File: config.mk
export PLATFORM = sky130hd
export DESIGN_NAME = pca_plot_unit
export DESIGN_NICKNAME = d
export VERILOG_FILES = /design/src/rtl/pca_pkg.sv /design/src/rtl/pca_plot_unit.sv
export SDC_FILE = /design/constraint.sdc
export NUM_CORES = 1
export LEC_CHECK = 0
export ABC_CLOCK_PERIOD_IN_PS = 6900
export BUFFER_PORTS_ARGS = -buffer_cell sky130_fd_sc_hd__clkbuf_2
export CAP_MARGIN = 5
export CORE_UTILIZATION = 50
export DETAILED_ROUTE_END_ITERATION = 8
export PLACE_DENSITY = 0.79
export SLEW_MARGIN = 5
export SYNTH_ARGS = -nofsm -noshare
export SYNTH_HDL_FRONTEND = slang
export SYNTH_SLANG_ARGS = --single-unit
export TNS_END_PERCENT = 100
File: constraint.sdc
create_clock -name mclk -period 6.9 [get_ports mclk]
set_input_delay 0.69 -clock mclk [delete_from_list [all_inputs] [get_ports mclk]]
set_output_delay 0.69 -clock mclk [all_outputs]
set_load 0.02 [all_outputs]
File: src/rtl/pca_pkg.sv
// package for the plot colour and address unit
// assumes a single coprocessor clock domain
package pca_pkg;
   // plot colour mode bit positions
   localparam int MODE_TRANSP_BIT = 0;
   localparam int MODE_DITHER_BIT = 1;
   localparam int MODE_HINIB_BIT = 2;
   localparam int MODE_FREEZE_BIT = 3;
   localparam int MODE_SPRITE_BIT = 4;
   localparam logic [4:0] MODE_RESET = 5'h00;
   localparam logic [7:0] LATCH_RESET = 8'h00;
   localparam logic [7:0] COORD_RESET = 8'h00;
   localparam logic [19:0] ADDR_RESET = 20'h0_0000;
   // character index multipliers per height
   localparam logic [4:0] MUL_128 = 5'h10;
   localparam logic [4:0] MUL_160 = 5'h14;
   localparam logic [4:0] MUL_192 = 5'h18;
   // screen base field position in the address
   localparam int BASE_LSB = 10;

   typedef enum logic [1:0] {
      PCA_DEPTH_4 = 2'b00,
      PCA_DEPTH_16 = 2'b01,
      PCA_DEPTH_256 = 2'b11
   } pca_depth_t;

   typedef enum logic [1:0] {
      PCA_HT_128 = 2'b00,
      PCA_HT_160 = 2'b01,
      PCA_HT_192 = 2'b10,
      PCA_HT_RSVD = 2'b11
   } pca_height_t;

   // one plot result as seen by the pixel cache
   typedef struct packed {
      logic valid;
      logic write;
      logic [3:0] pixel_lo;
      logic [7:0] pixel;
      logic [9:0] char_index;
      logic [19:0] addr;
   } pca_plot_t;
endpackage

File: src/rtl/pca_plot_unit.sv
// plot colour mode, colour latch, coordinate and address logic
// assumes instruction decode drives one-cycle op strobes on mclk
`timescale 1ns/100ps
`default_nettype none

// Behaviour
// - transparency off and effective colour zero: plot only advances x, writes nothing.
// - transparency test uses 8 bits with freeze clear, 4 bits with freeze set.
// - dither picks latch low nibble when (x xor y) bit 0 is 0, else high.
// - dither acts only in 4 and 16 colour depths, never in 256.
// - transparency is decided from the undithered latch, independent of nibble choice.
// - high-nibble bit loads source upper four bits instead of lower four.
// - 256 colour with freeze set: load changes only latch low nibble.
// - sprite bit selects sprite layout, otherwise height-select bits choose layout.
// - x and y are the low bytes of the coordinate registers.
// - non-sprite index is x[7:3] times 10h/14h/18h plus y[7:3].
// - address built from index, depth, layout and screen base.
// - address: base from bit 10, y[2:0] at 3..1, plane0 at 0, index by depth.
// - every plot, suppressed or not, increments x by one.
module pca_plot_unit
   import pca_pkg::*;
#(
   // coordinate register width; addressing reads only the low byte
   parameter int COORD_W = 16
)
(
   // clock and reset
   input wire logic mclk,
   input wire logic rst_n,
   // instruction strobes
   input wire logic mode_wr,
   input wire logic [4:0] mode_wdata,
   input wire logic colour_load,
   input wire logic [7:0] colour_src,
   input wire logic plot_op,
   input wire logic read_pixel_flush_op,
   input wire logic [2:0] bitplane_index,
   // coordinate register writes
   input wire logic x_wr,
   input wire logic [COORD_W-1:0] x_wdata,
   input wire logic y_wr,
   input wire logic [COORD_W-1:0] y_wdata,
   // screen setup
   input wire logic [1:0] colour_depth,
   input wire logic height_select_lo,
   input wire logic height_select_hi,
   input wire logic [7:0] screen_base_reg,
   // state and plot results
   output logic [4:0] plot_colour_mode,
   output logic [7:0] colour_latch,
   output logic [COORD_W-1:0] x_coord_reg,
   output logic [COORD_W-1:0] y_coord_reg,
   output pca_plot_t plot_out
);

   // ----------------------------------------
   // helpers
   // ----------------------------------------
   function automatic logic [9:0] char_idx(input logic [7:0] x, input logic [7:0] y,
                                           input logic sprite, input logic [1:0] ht);
      logic [4:0] mul;
      logic [9:0] prod;
      mul = MUL_128;
      prod = 10'h000;
      if (sprite) begin
         char_idx = {y[7], x[7], y[6:3], x[6:3]};
      end else begin
         unique case (ht)
            PCA_HT_128: mul = MUL_128;
            PCA_HT_160: mul = MUL_160;
            default: mul = MUL_192; // reserved code treated as tallest
         endcase
         prod = 10'({5'h00, x[7:3]} * {5'h00, mul});
         char_idx = prod + {5'h00, y[7:3]};
      end
   endfunction

   function automatic logic [19:0] plot_addr(input logic [9:0] cn, input logic [7:0] y,
                                             input logic [2:0] pl, input logic [1:0] depth,
                                             input logic [7:0] base);
      logic [19:0] a;
      a = 20'(base) << BASE_LSB;
      unique case (depth)
         PCA_DEPTH_4: a = a + {6'h00, cn, y[2:0], pl[0]};
         PCA_DEPTH_16: a = a + {5'h00, cn, pl[1], y[2:0], pl[0]};
         default: a = a + {4'h0, cn, pl[2:1], y[2:0], pl[0]};
      endcase
      plot_addr = a;
   endfunction

   // ----------------------------------------
   // elaboration checks
   // ----------------------------------------
   // addressing reads the low byte, and the step wraps inside the register
   if (COORD_W < 8 || COORD_W > 32) begin : g_coord_w_check
      $error("pca_plot_unit: COORD_W must lie between 8 and 32");
   end

   // ----------------------------------------
   // constants
   // ----------------------------------------
   localparam logic [COORD_W-1:0] X_STEP = COORD_W'(1);
   localparam logic [COORD_W-1:0] COORD_ZERO = COORD_W'(COORD_RESET);

   // ----------------------------------------
   // state
   // ----------------------------------------
   logic [4:0] mode_reg;
   logic [4:0] mode_next;
   logic [7:0] latch_reg;
   logic [7:0] latch_next;
   logic [COORD_W-1:0] x_reg;
   logic [COORD_W-1:0] x_next;
   logic [COORD_W-1:0] y_reg;
   logic [COORD_W-1:0] y_next;
   pca_plot_t out_reg;
   pca_plot_t out_next;

   // ----------------------------------------
   // combinational helpers
   // ----------------------------------------
   logic transp;
   logic dither;
   logic hinib;
   logic freeze;
   logic sprite;
   logic is256;
   logic [1:0] ht;
   logic [3:0] load_nib;
   logic visible;
   logic [3:0] dith_nib;
   logic [7:0] pix;
   logic [9:0] cn;
   logic [19:0] addr;

   // ----------------------------------------
   // mode and screen decode
   // ----------------------------------------
   // the mode bits are used as stored; a write shows on the next plot
   // the reserved height code is resolved inside char_idx
   always_comb begin
      transp = mode_reg[MODE_TRANSP_BIT];
      dither = mode_reg[MODE_DITHER_BIT];
      hinib = mode_reg[MODE_HINIB_BIT];
      freeze = mode_reg[MODE_FREEZE_BIT];
      sprite = mode_reg[MODE_SPRITE_BIT];
      is256 = (colour_depth == PCA_DEPTH_256);
      ht = {height_select_hi, height_select_lo};
   end

   // ----------------------------------------
   // mode register
   // ----------------------------------------
   // changing the sprite bit with pixels still cached would file them
   // under the new layout; keeping that safe is up to the program
   always_comb begin
      mode_next = mode_reg;
      if (mode_wr) begin
         mode_next = mode_wdata;
      end
   end

   always_ff @(posedge mclk) begin
      if (!rst_n) begin
         mode_reg <= MODE_RESET;
      end else begin
         mode_reg <= mode_next;
      end
   end

   // ----------------------------------------
   // colour latch
   // ----------------------------------------
   // one load path serves both the register source and the rom buffer
   always_comb begin
      load_nib = colour_src[3:0];
      if (hinib) begin
         load_nib = colour_src[7:4];
      end
      latch_next = latch_reg;
      if (colour_load) begin
         if (is256 && freeze) begin
            // the held upper nibble works as a palette select
            latch_next = {latch_reg[7:4], load_nib};
         end else if (hinib) begin
            latch_next = {4'h0, load_nib};
         end else begin
            // with neither the freeze case nor the high-nibble bit in force, a load replaces the whole byte
            latch_next = colour_src;
         end
      end
   end

   always_ff @(posedge mclk) begin
      if (!rst_n) begin
         latch_reg <= LATCH_RESET;
      end else begin
         latch_reg <= latch_next;
      end
   end

   // ----------------------------------------
   // pixel value and transparency
   // ----------------------------------------
   // transparency is judged on the undithered latch, in parallel with
   // the pixel path; a dither pair of clear and visible colours cannot work
   always_comb begin
      if (freeze) begin
         visible = (latch_reg[3:0] != 4'h0);
      end else begin
         visible = (latch_reg != 8'h00);
      end
      dith_nib = latch_reg[3:0];
      if (x_reg[0] ^ y_reg[0]) begin
         dith_nib = latch_reg[7:4];
      end
      // 256 colour pixels are whole bytes, so the dither bit is ignored there
      pix = latch_reg;
      if (dither && !is256) begin
         pix = {4'h0, dith_nib};
      end
   end

   // ----------------------------------------
   // character index and byte address
   // ----------------------------------------
   // only the low bytes of the coordinates take part in addressing
   always_comb begin
      cn = char_idx(x_reg[7:0], y_reg[7:0], sprite, ht);
      addr = plot_addr(cn, y_reg[7:0], bitplane_index, colour_depth, screen_base_reg);
   end

   // ----------------------------------------
   // coordinates
   // ----------------------------------------
   // a plot wins over an x write in the same cycle, so runs of plots
   // to the right need no coordinate reloads
   always_comb begin
      x_next = x_reg;
      if (x_wr) begin
         x_next = x_wdata;
      end
      if (plot_op) begin
         x_next = x_reg + X_STEP;
      end
      // y only ever changes by a write
      y_next = y_reg;
      if (y_wr) begin
         y_next = y_wdata;
      end
   end

   always_ff @(posedge mclk) begin
      if (!rst_n) begin
         x_reg <= COORD_ZERO;
         y_reg <= COORD_ZERO;
      end else begin
         x_reg <= x_next;
         y_reg <= y_next;
      end
   end

   // ----------------------------------------
   // plot result
   // ----------------------------------------
   // valid and write pulse for one cycle; the data fields hold until the
   // next plot or flush so the pixel cache may take them late
   always_comb begin
      out_next = out_reg;
      out_next.valid = 1'b0;
      out_next.write = 1'b0;
      if (plot_op || read_pixel_flush_op) begin
         out_next.valid = 1'b1;
         // a suppressed plot still steps x but stores nothing
         out_next.write = plot_op && (transp || visible);
         out_next.pixel = pix;
         out_next.pixel_lo = pix[3:0];
         out_next.char_index = cn;
         out_next.addr = addr;
      end
   end

   always_ff @(posedge mclk) begin
      if (!rst_n) begin
         // reset clears the pulses and the held data alike
         out_reg <= '0;
      end else begin
         out_reg <= out_next;
      end
   end

   // ----------------------------------------
   // outputs
   // ----------------------------------------
   // every output is a register, never a combinational path
   assign plot_colour_mode = mode_reg;
   assign colour_latch = latch_reg;
   assign x_coord_reg = x_reg;
   assign y_coord_reg = y_reg;
   assign plot_out = out_reg;

endmodule
`default_nettype wire

==> results.toml, run 1 <==
[worst_hold_path]
hold_class = "reg2reg"

[place]
place_area_sq_um = 5560
port_buffers = 155
dp_slack_ns = 1.21
gp_congestion = 0.894
dpl.hpwl_microns = 9260

[routing]
wl_per_cell_microns = 15.3
viasPerCell = 5.43
drcViolationCount = 0
ant_nets = 0
routed_wl_microns = 12200
dr.pass1.iters = 4
dr_total_vias = 4322
drt_iter0_drc = 195

[synthesis]
synth_edf_count = 0
yosysTopAreaCell = "dfxtp_1"
syn_nets = 635
ys_seq_elements = 84
synth_ff_type = "dfxtp_1"
netlist.area_leader.share_pct = 34.9
yosys-top-cells-area = "dfxtp_1, mux2i_1, ha_1"
yosysWarnings = 0
synthCells = 536
ys_types = 63
async_reset_ff_share_pct = 0
synth_area_sq_um = 4820
yosysSeqAreaShare_pct = 34.9
syn_avg_cell_area_sq_um = 9.00

[timing]
maxSlewViolCount = 0
fin_crit_sh_pct = 76.9
max_slew_margin_pct = 43.7
fin_skew_ns = 0.0134
fin_tns_setup_ns = 0
hold_viol = 0
period_minus_slack_ns = 5.31
fmax_mhz = 188
worst_slew_pin_slew_ns = 0.843
setup_viol_count_final = 0
layout_setup_ws_ns = 1.59
rsz0062_at_grt = "no"

[cts]
cts_hold_buf = 0
cts_buffers = 9
cts_num_sinks = 84
clockRootBuffer = "clkbuf_8"
post_cts_buffers = 0
clk_pin_slew_ns = 0.09
tritoncts = "yes"
cts.htree.levels = 3
clockBufferDepth = 2
clock_latency_ns = 0.36
cts_resized = 0

[power_and_ir_drop]
power_frac_seq_pct = 44.5
p_leak_uw = 0.00286
finalPower_uw = 1250
ir_drop_mv = 0.139
cellPowerDensity_nw_per_um2 = 215
p_int_uw = 847
pwr-share-clk_pct = 32.6
combPwrFrac_pct = 22.9
switching_share_pct = 32.1
net-switching-power_uw = 400

[grt]
grt_pass1_wl_microns = 19500
grt_usage_pct = 24.4
antenna_found_initial = 0
grt_max_degree = 53
first_global_vias = 4043
grt-ovfl-total = 0

[worst_setup_path]
cpMaxStageDelayCell = "fa_1"
arrival_ns = 5.61
crit_end = "plot_out[16]"
critPathBufInv = 3
crit_required_ns = 7.20
worstPathCellList = "clkbuf_2 -> nor2b_1 -> and2_1 -> fa_1 -> fa_1 -> ha_1 -> ha_1 -> inv_1 -> fa_1 -> xnor2_1 -> mux2i_1 -> mux2i_1 -> nor2_1 -> a21oi_1 -> ha_1 -> inv_1 -> fa_1 -> nand2b_1 -> a21oi_1 -> o21ai_1 -> or4b_1 -> nand4_1"
end_kind = "flip-flop"
start_kind = "primary input"
startpoint = "height_select_hi"
worst-path-max-fanout = 6
cp_top_family = "adder cells"
r2r-end = "plot_out[16]"
r2r_start = "x_coord_reg[4]"
cp.depth = 22
max_stage_delay_ns = 0.48
crit_path_frequent_cell = "fa_1"
r2r_slack_ns = 1.68
reg2reg_depth = 20
worstSetupPathType = "in2reg"

[floorplan]
io_pins = 157
die_h_microns = 100
coreArea_sq_um = 9280
initial_core_util_pct = 52.0
rows = 35
dieWidth_microns = 100
die-area_sq_um = 10000

[final_layout]
layout_common_cells = "clkbuf_2, dfxtp_1, nand2_1, mux2i_1, nor2b_1"
final_cell_area_sq_um = 5790
nets = 761
antenna_cells = 0
fillCellCount = 849
layout-drive-gt1-share_pct = 28.8
largest_reg_flops = 39
final_common_cell = "clkbuf_2"
postLayoutCoreUtil_pct = 62.4
area_growth_pct = 20.1

[run_status]
status = "finished, final reports clean"

[job]
timing.max_cap.violations = 0
## worst min-delay path, delay by kind of cell (launching register included)
family,cells,cell delay (ns)
and+or+nand+nor,2,0.11
DFF,1,0.32
## cell usage after synthesis, types with 3 or more instances
master	count
dfxtp_1	84
nand2_1	44
mux2i_1	40
nor2b_1	37
a21oi_1	29
nor2_1	28
ha_1	24
nand3_1	20
o21ai_0	20
clkbuf_1	19
o211a_1	15
inv_1	14
and2_1	12
buf_4	12
nor3b_1	12
buf_2	11
a211oi_1	9
a21boi_0	9
fa_1	7
nor3_1	7
nand2b_1	6
a31oi_1	5
nand4_1	5
o211ai_1	5
a21o_1	4
a32o_1	4
o21ai_1	4
mux2_2	3
nand4b_1	3
or3_1	3
xor2_1	3
## power groups by stage
stage / combinational (uW) / clock, uW / sequential (uW)
6_report: 286 / 407 / 555
5_1_grt: 314 / 441 / 560
4_1_cts: 287 / 415 / 555
3_5_place_dp: 285 / 0 / 566
3_3_place_gp: 277 / 0 / 564
2_1_floorplan: 164 / 0 / 595
## cells by family after synthesis
group | count (synthesis) | synth area share, %
AO/OA/AOI/OAI | 121 | 17.8
AND/OR/NAND/NOR | 193 | 22.3
adder cells (fa/ha/maj) | 31 | 9.13
flip-flops | 84 | 34.9
other | 1 | 0.0777
XOR/XNOR | 4 | 0.726
multiplexers | 44 | 9.31
buffers and inverters | 58 | 5.73
## through the flow
stage,instances,hold slack (ns)
5_1_grt,796,0.490
3_5_place_dp,780,0.453
4_1_cts,796,0.468
3_3_place_gp,780,0.444
2_1_floorplan,536,0.456
6_report,796,0.463
## cell type report
type / instances / area, sq um / share of cell area, %
flip-flops and latches: 84 / 1680 / 29.0
clock inverters: 7 / 105 / 1.82
multi-input cells: 394 / 2870 / 49.5
well taps: 129 / 161 / 2.79
repair buffers: 157 / 791 / 13.7
inverters: 16 / 60.1 / 1.04
clock buffers: 9 / 124 / 2.14
## worst min path at each step
stage / startpoint / to / depth (start not counted)
after floorplan: y_coord_reg[1] / plot_out[2] / 2
after global placement: plot_out[29] / plot_out[29] / 2
after detailed placement: plot_out[29] / plot_out[29] / 2
after CTS: plot_out[29] / plot_out[29] / 2
after global routing: plot_out[10] / plot_out[10] / 2
final: plot_out[29] / plot_out[29] / 2
## metal layers
metal  GRT usage [%]  up-vias  routed length [microns]
li1                -     2160                        -
met3            4.46       15                      697
met2            39.9      127                     5900
met4            8.25        0                      184
met5               0        -                        0
met1            32.5     2020                     5400
(Power assumes the default switching activity.)
==> inputs of run 2 (changes only) <==
--- a/config.mk
+++ b/config.mk
@@ -5,7 +5,7 @@
 export SDC_FILE = /design/constraint.sdc
 export NUM_CORES = 1
 export LEC_CHECK = 0
-export ABC_CLOCK_PERIOD_IN_PS = 6900
+export ABC_CLOCK_PERIOD_IN_PS = 5400
 export BUFFER_PORTS_ARGS = -buffer_cell sky130_fd_sc_hd__clkbuf_2
 export CAP_MARGIN = 5
 export CORE_UTILIZATION = 50
==> constraint.sdc (replaced) <==
create_clock -name mclk -period 5.4 [get_ports mclk]
set_input_delay 0.54 -clock mclk [delete_from_list [all_inputs] [get_ports mclk]]
set_output_delay 0.54 -clock mclk [all_outputs]
set_load 0.02 [all_outputs]
==> run 2 against run 1 <==
Global-route usage up 0.32 points. Largest cell class unchanged. Critical path depth did not move. Count of clock-buffer cells in the layout up 1. Die area unchanged.
==> results.toml, run 2 (same netlist as run 1, synthesis figures left out) <==
[run_status]
status = "finished, final reports clean"

[timing]
period_minus_slack_ns = 5.08
fin_crit_sh_pct = 94.0
hold_viol = 0
fmax_mhz = 197
setup_viol_count_final = 0
fin_skew_ns = 0.0153
maxSlewViolCount = 0
rsz0062_at_grt = "no"
max_slew_margin_pct = 44.8
fin_tns_setup_ns = 0
worst_slew_pin_slew_ns = 0.827

[power_and_ir_drop]
p_int_uw = 999
cellPowerDensity_nw_per_um2 = 260
ir_drop_mv = 0.149
pwr-share-clk_pct = 28.1
p_leak_uw = 0.00286
switching_share_pct = 33.5
finalPower_uw = 1500
power_frac_seq_pct = 46.9
net-switching-power_uw = 504
combPwrFrac_pct = 25.1

[cts]
cts.htree.levels = 3
clockRootBuffer = "clkbuf_8"
cts_num_sinks = 84
clk_pin_slew_ns = 0.09
clock_latency_ns = 0.35
cts_hold_buf = 0
cts_buffers = 9
tritoncts = "yes"
clockBufferDepth = 2

[final_layout]
layout-drive-gt1-share_pct = 29.5
nets = 765
antenna_cells = 0
largest_reg_flops = 39
final_cell_area_sq_um = 5780
final_cells = 800
area_growth_pct = 19.9
layout_common_cells = "clkbuf_2, dfxtp_1, nand2_1, mux2i_1, nor2b_1"
final_common_cell = "clkbuf_2"

[worst_setup_path]
r2r_slack_ns = 0.52
worstSetupPathType = "in2reg"
crit_required_ns = 5.68
reg2reg_depth = 20
r2r_start = "x_coord_reg[4]"
start_kind = "primary input"
startpoint = "height_select_hi"
r2r-end = "plot_out[16]"
arrival_ns = 5.36
worst-path-max-fanout = 6
end_kind = "flip-flop"
crit_end = "plot_out[16]"

[place]
place_area_sq_um = 5590
dpl.hpwl_microns = 9390
dp.cells = 784
gp_congestion = 0.934
port_buffers = 155

[grt]
grt_usage_pct = 24.8
grt-ovfl-total = 0
grt_pass1_wl_microns = 20000
first_global_vias = 4185
grt_max_degree = 64
antenna_found_initial = 0

[routing]
dr_total_vias = 4422
dr_wl_met2_microns = 6060
drt_iter0_drc = 212
maxUsedRoutingLayer = "met4"
wl_met1_microns = 5490
dr_wl_met3_microns = 638
routed_wl_microns = 12400
wl_per_cell_microns = 15.5
viasPerCell = 5.53
dr.pass1.iters = 4
ant_nets = 0
drcViolationCount = 0

[worst_hold_path]
hold_class = "in2reg"
min_from = "bitplane_index[0]"

[job]
timing.max_cap.violations = 0

[floorplan]
initial_core_util_pct = 52.0
die-area_sq_um = 10000
die_h_microns = 100
io_pins = 157
coreArea_sq_um = 9280
rows = 35
dieWidth_microns = 100
## run 2: cell types whose count changed in the layout (fill, tap and decap cells not counted), moves of 2 or more
cell,previous run,this run
bufinv_16,2,0
buf_4,2,6
inv_8,2,0
clkinvlp_4,0,2
## run 2: worst min path at each step
stage                         to  cells past startpoint
detailed placement  plot_out[29]                      2
CTS                  plot_out[0]                      3
finish               plot_out[0]                      3
global placement    plot_out[29]                      2
floorplan            plot_out[2]                      2
global route         plot_out[0]                      3
## run 2: timing repair
item                                    CTS  global route
setup buffers                             0             0
endpoints found under the setup margin    0             1
gates resized for setup                   0             2
## run 2: worst max-delay path, stage by stage
cell and delay (ns):
clkbuf_2 0.13, nor2b_2 0.21, and2_1 0.18, fa_1 0.46, fa_1 0.48, ha_1 0.29
ha_1 0.21, inv_1 0.07, fa_1 0.40, xnor2_1 0.14, mux2i_1 0.14, mux2i_1 0.20
nor2_1 0.05, a21oi_1 0.14, ha_1 0.21, inv_1 0.06, fa_1 0.40, nand2b_1 0.19
a21oi_2 0.17, o21ai_1 0.12, or4b_1 0.48, nand4_1 0.10
## run 2: area by class of cell
class                   instances  area, sq um
multi-input cells             394         2870
repair buffers                161          821
flip-flops and latches         84         1680
clock buffers                  10          138
clock inverters                 6         46.3
well taps                     129          161
inverters                      16         60.1
fillers                       868         3500
## run 2: per-stage QoR
step / hold slack, ns / setup slack [ns] / utilization, %
3_5_place_dp: 0.453 / -0.102 / 60.2
2_1_floorplan: 0.456 / 0.530 / -
4_1_cts: 0.415 / 0.247 / 62.2
6_report: 0.428 / 0.322 / 62.3
5_1_grt: 0.428 / 0.0187 / 62.3
3_3_place_gp: 0.445 / 0.165 / 60.2
## run 2: power by group through the flow
| stage | registers (uW) | logic [uW] | clock network [uW] |
|---|---|---|---|
| after floorplan | 761 | 209 | 0 |
| after global placement | 716 | 362 | 0 |
| after detailed placement | 718 | 373 | 0 |
| after CTS | 704 | 375 | 432 |
| after global routing | 710 | 413 | 461 |
| final | 704 | 377 | 422 |
## run 2: routing by layer
metal,track usage [%],up-vias
li1,-,2164
met1,32.5,2089
met2,41.8,149
met3,3.41,20
met4,8.47,0
met5,0,-
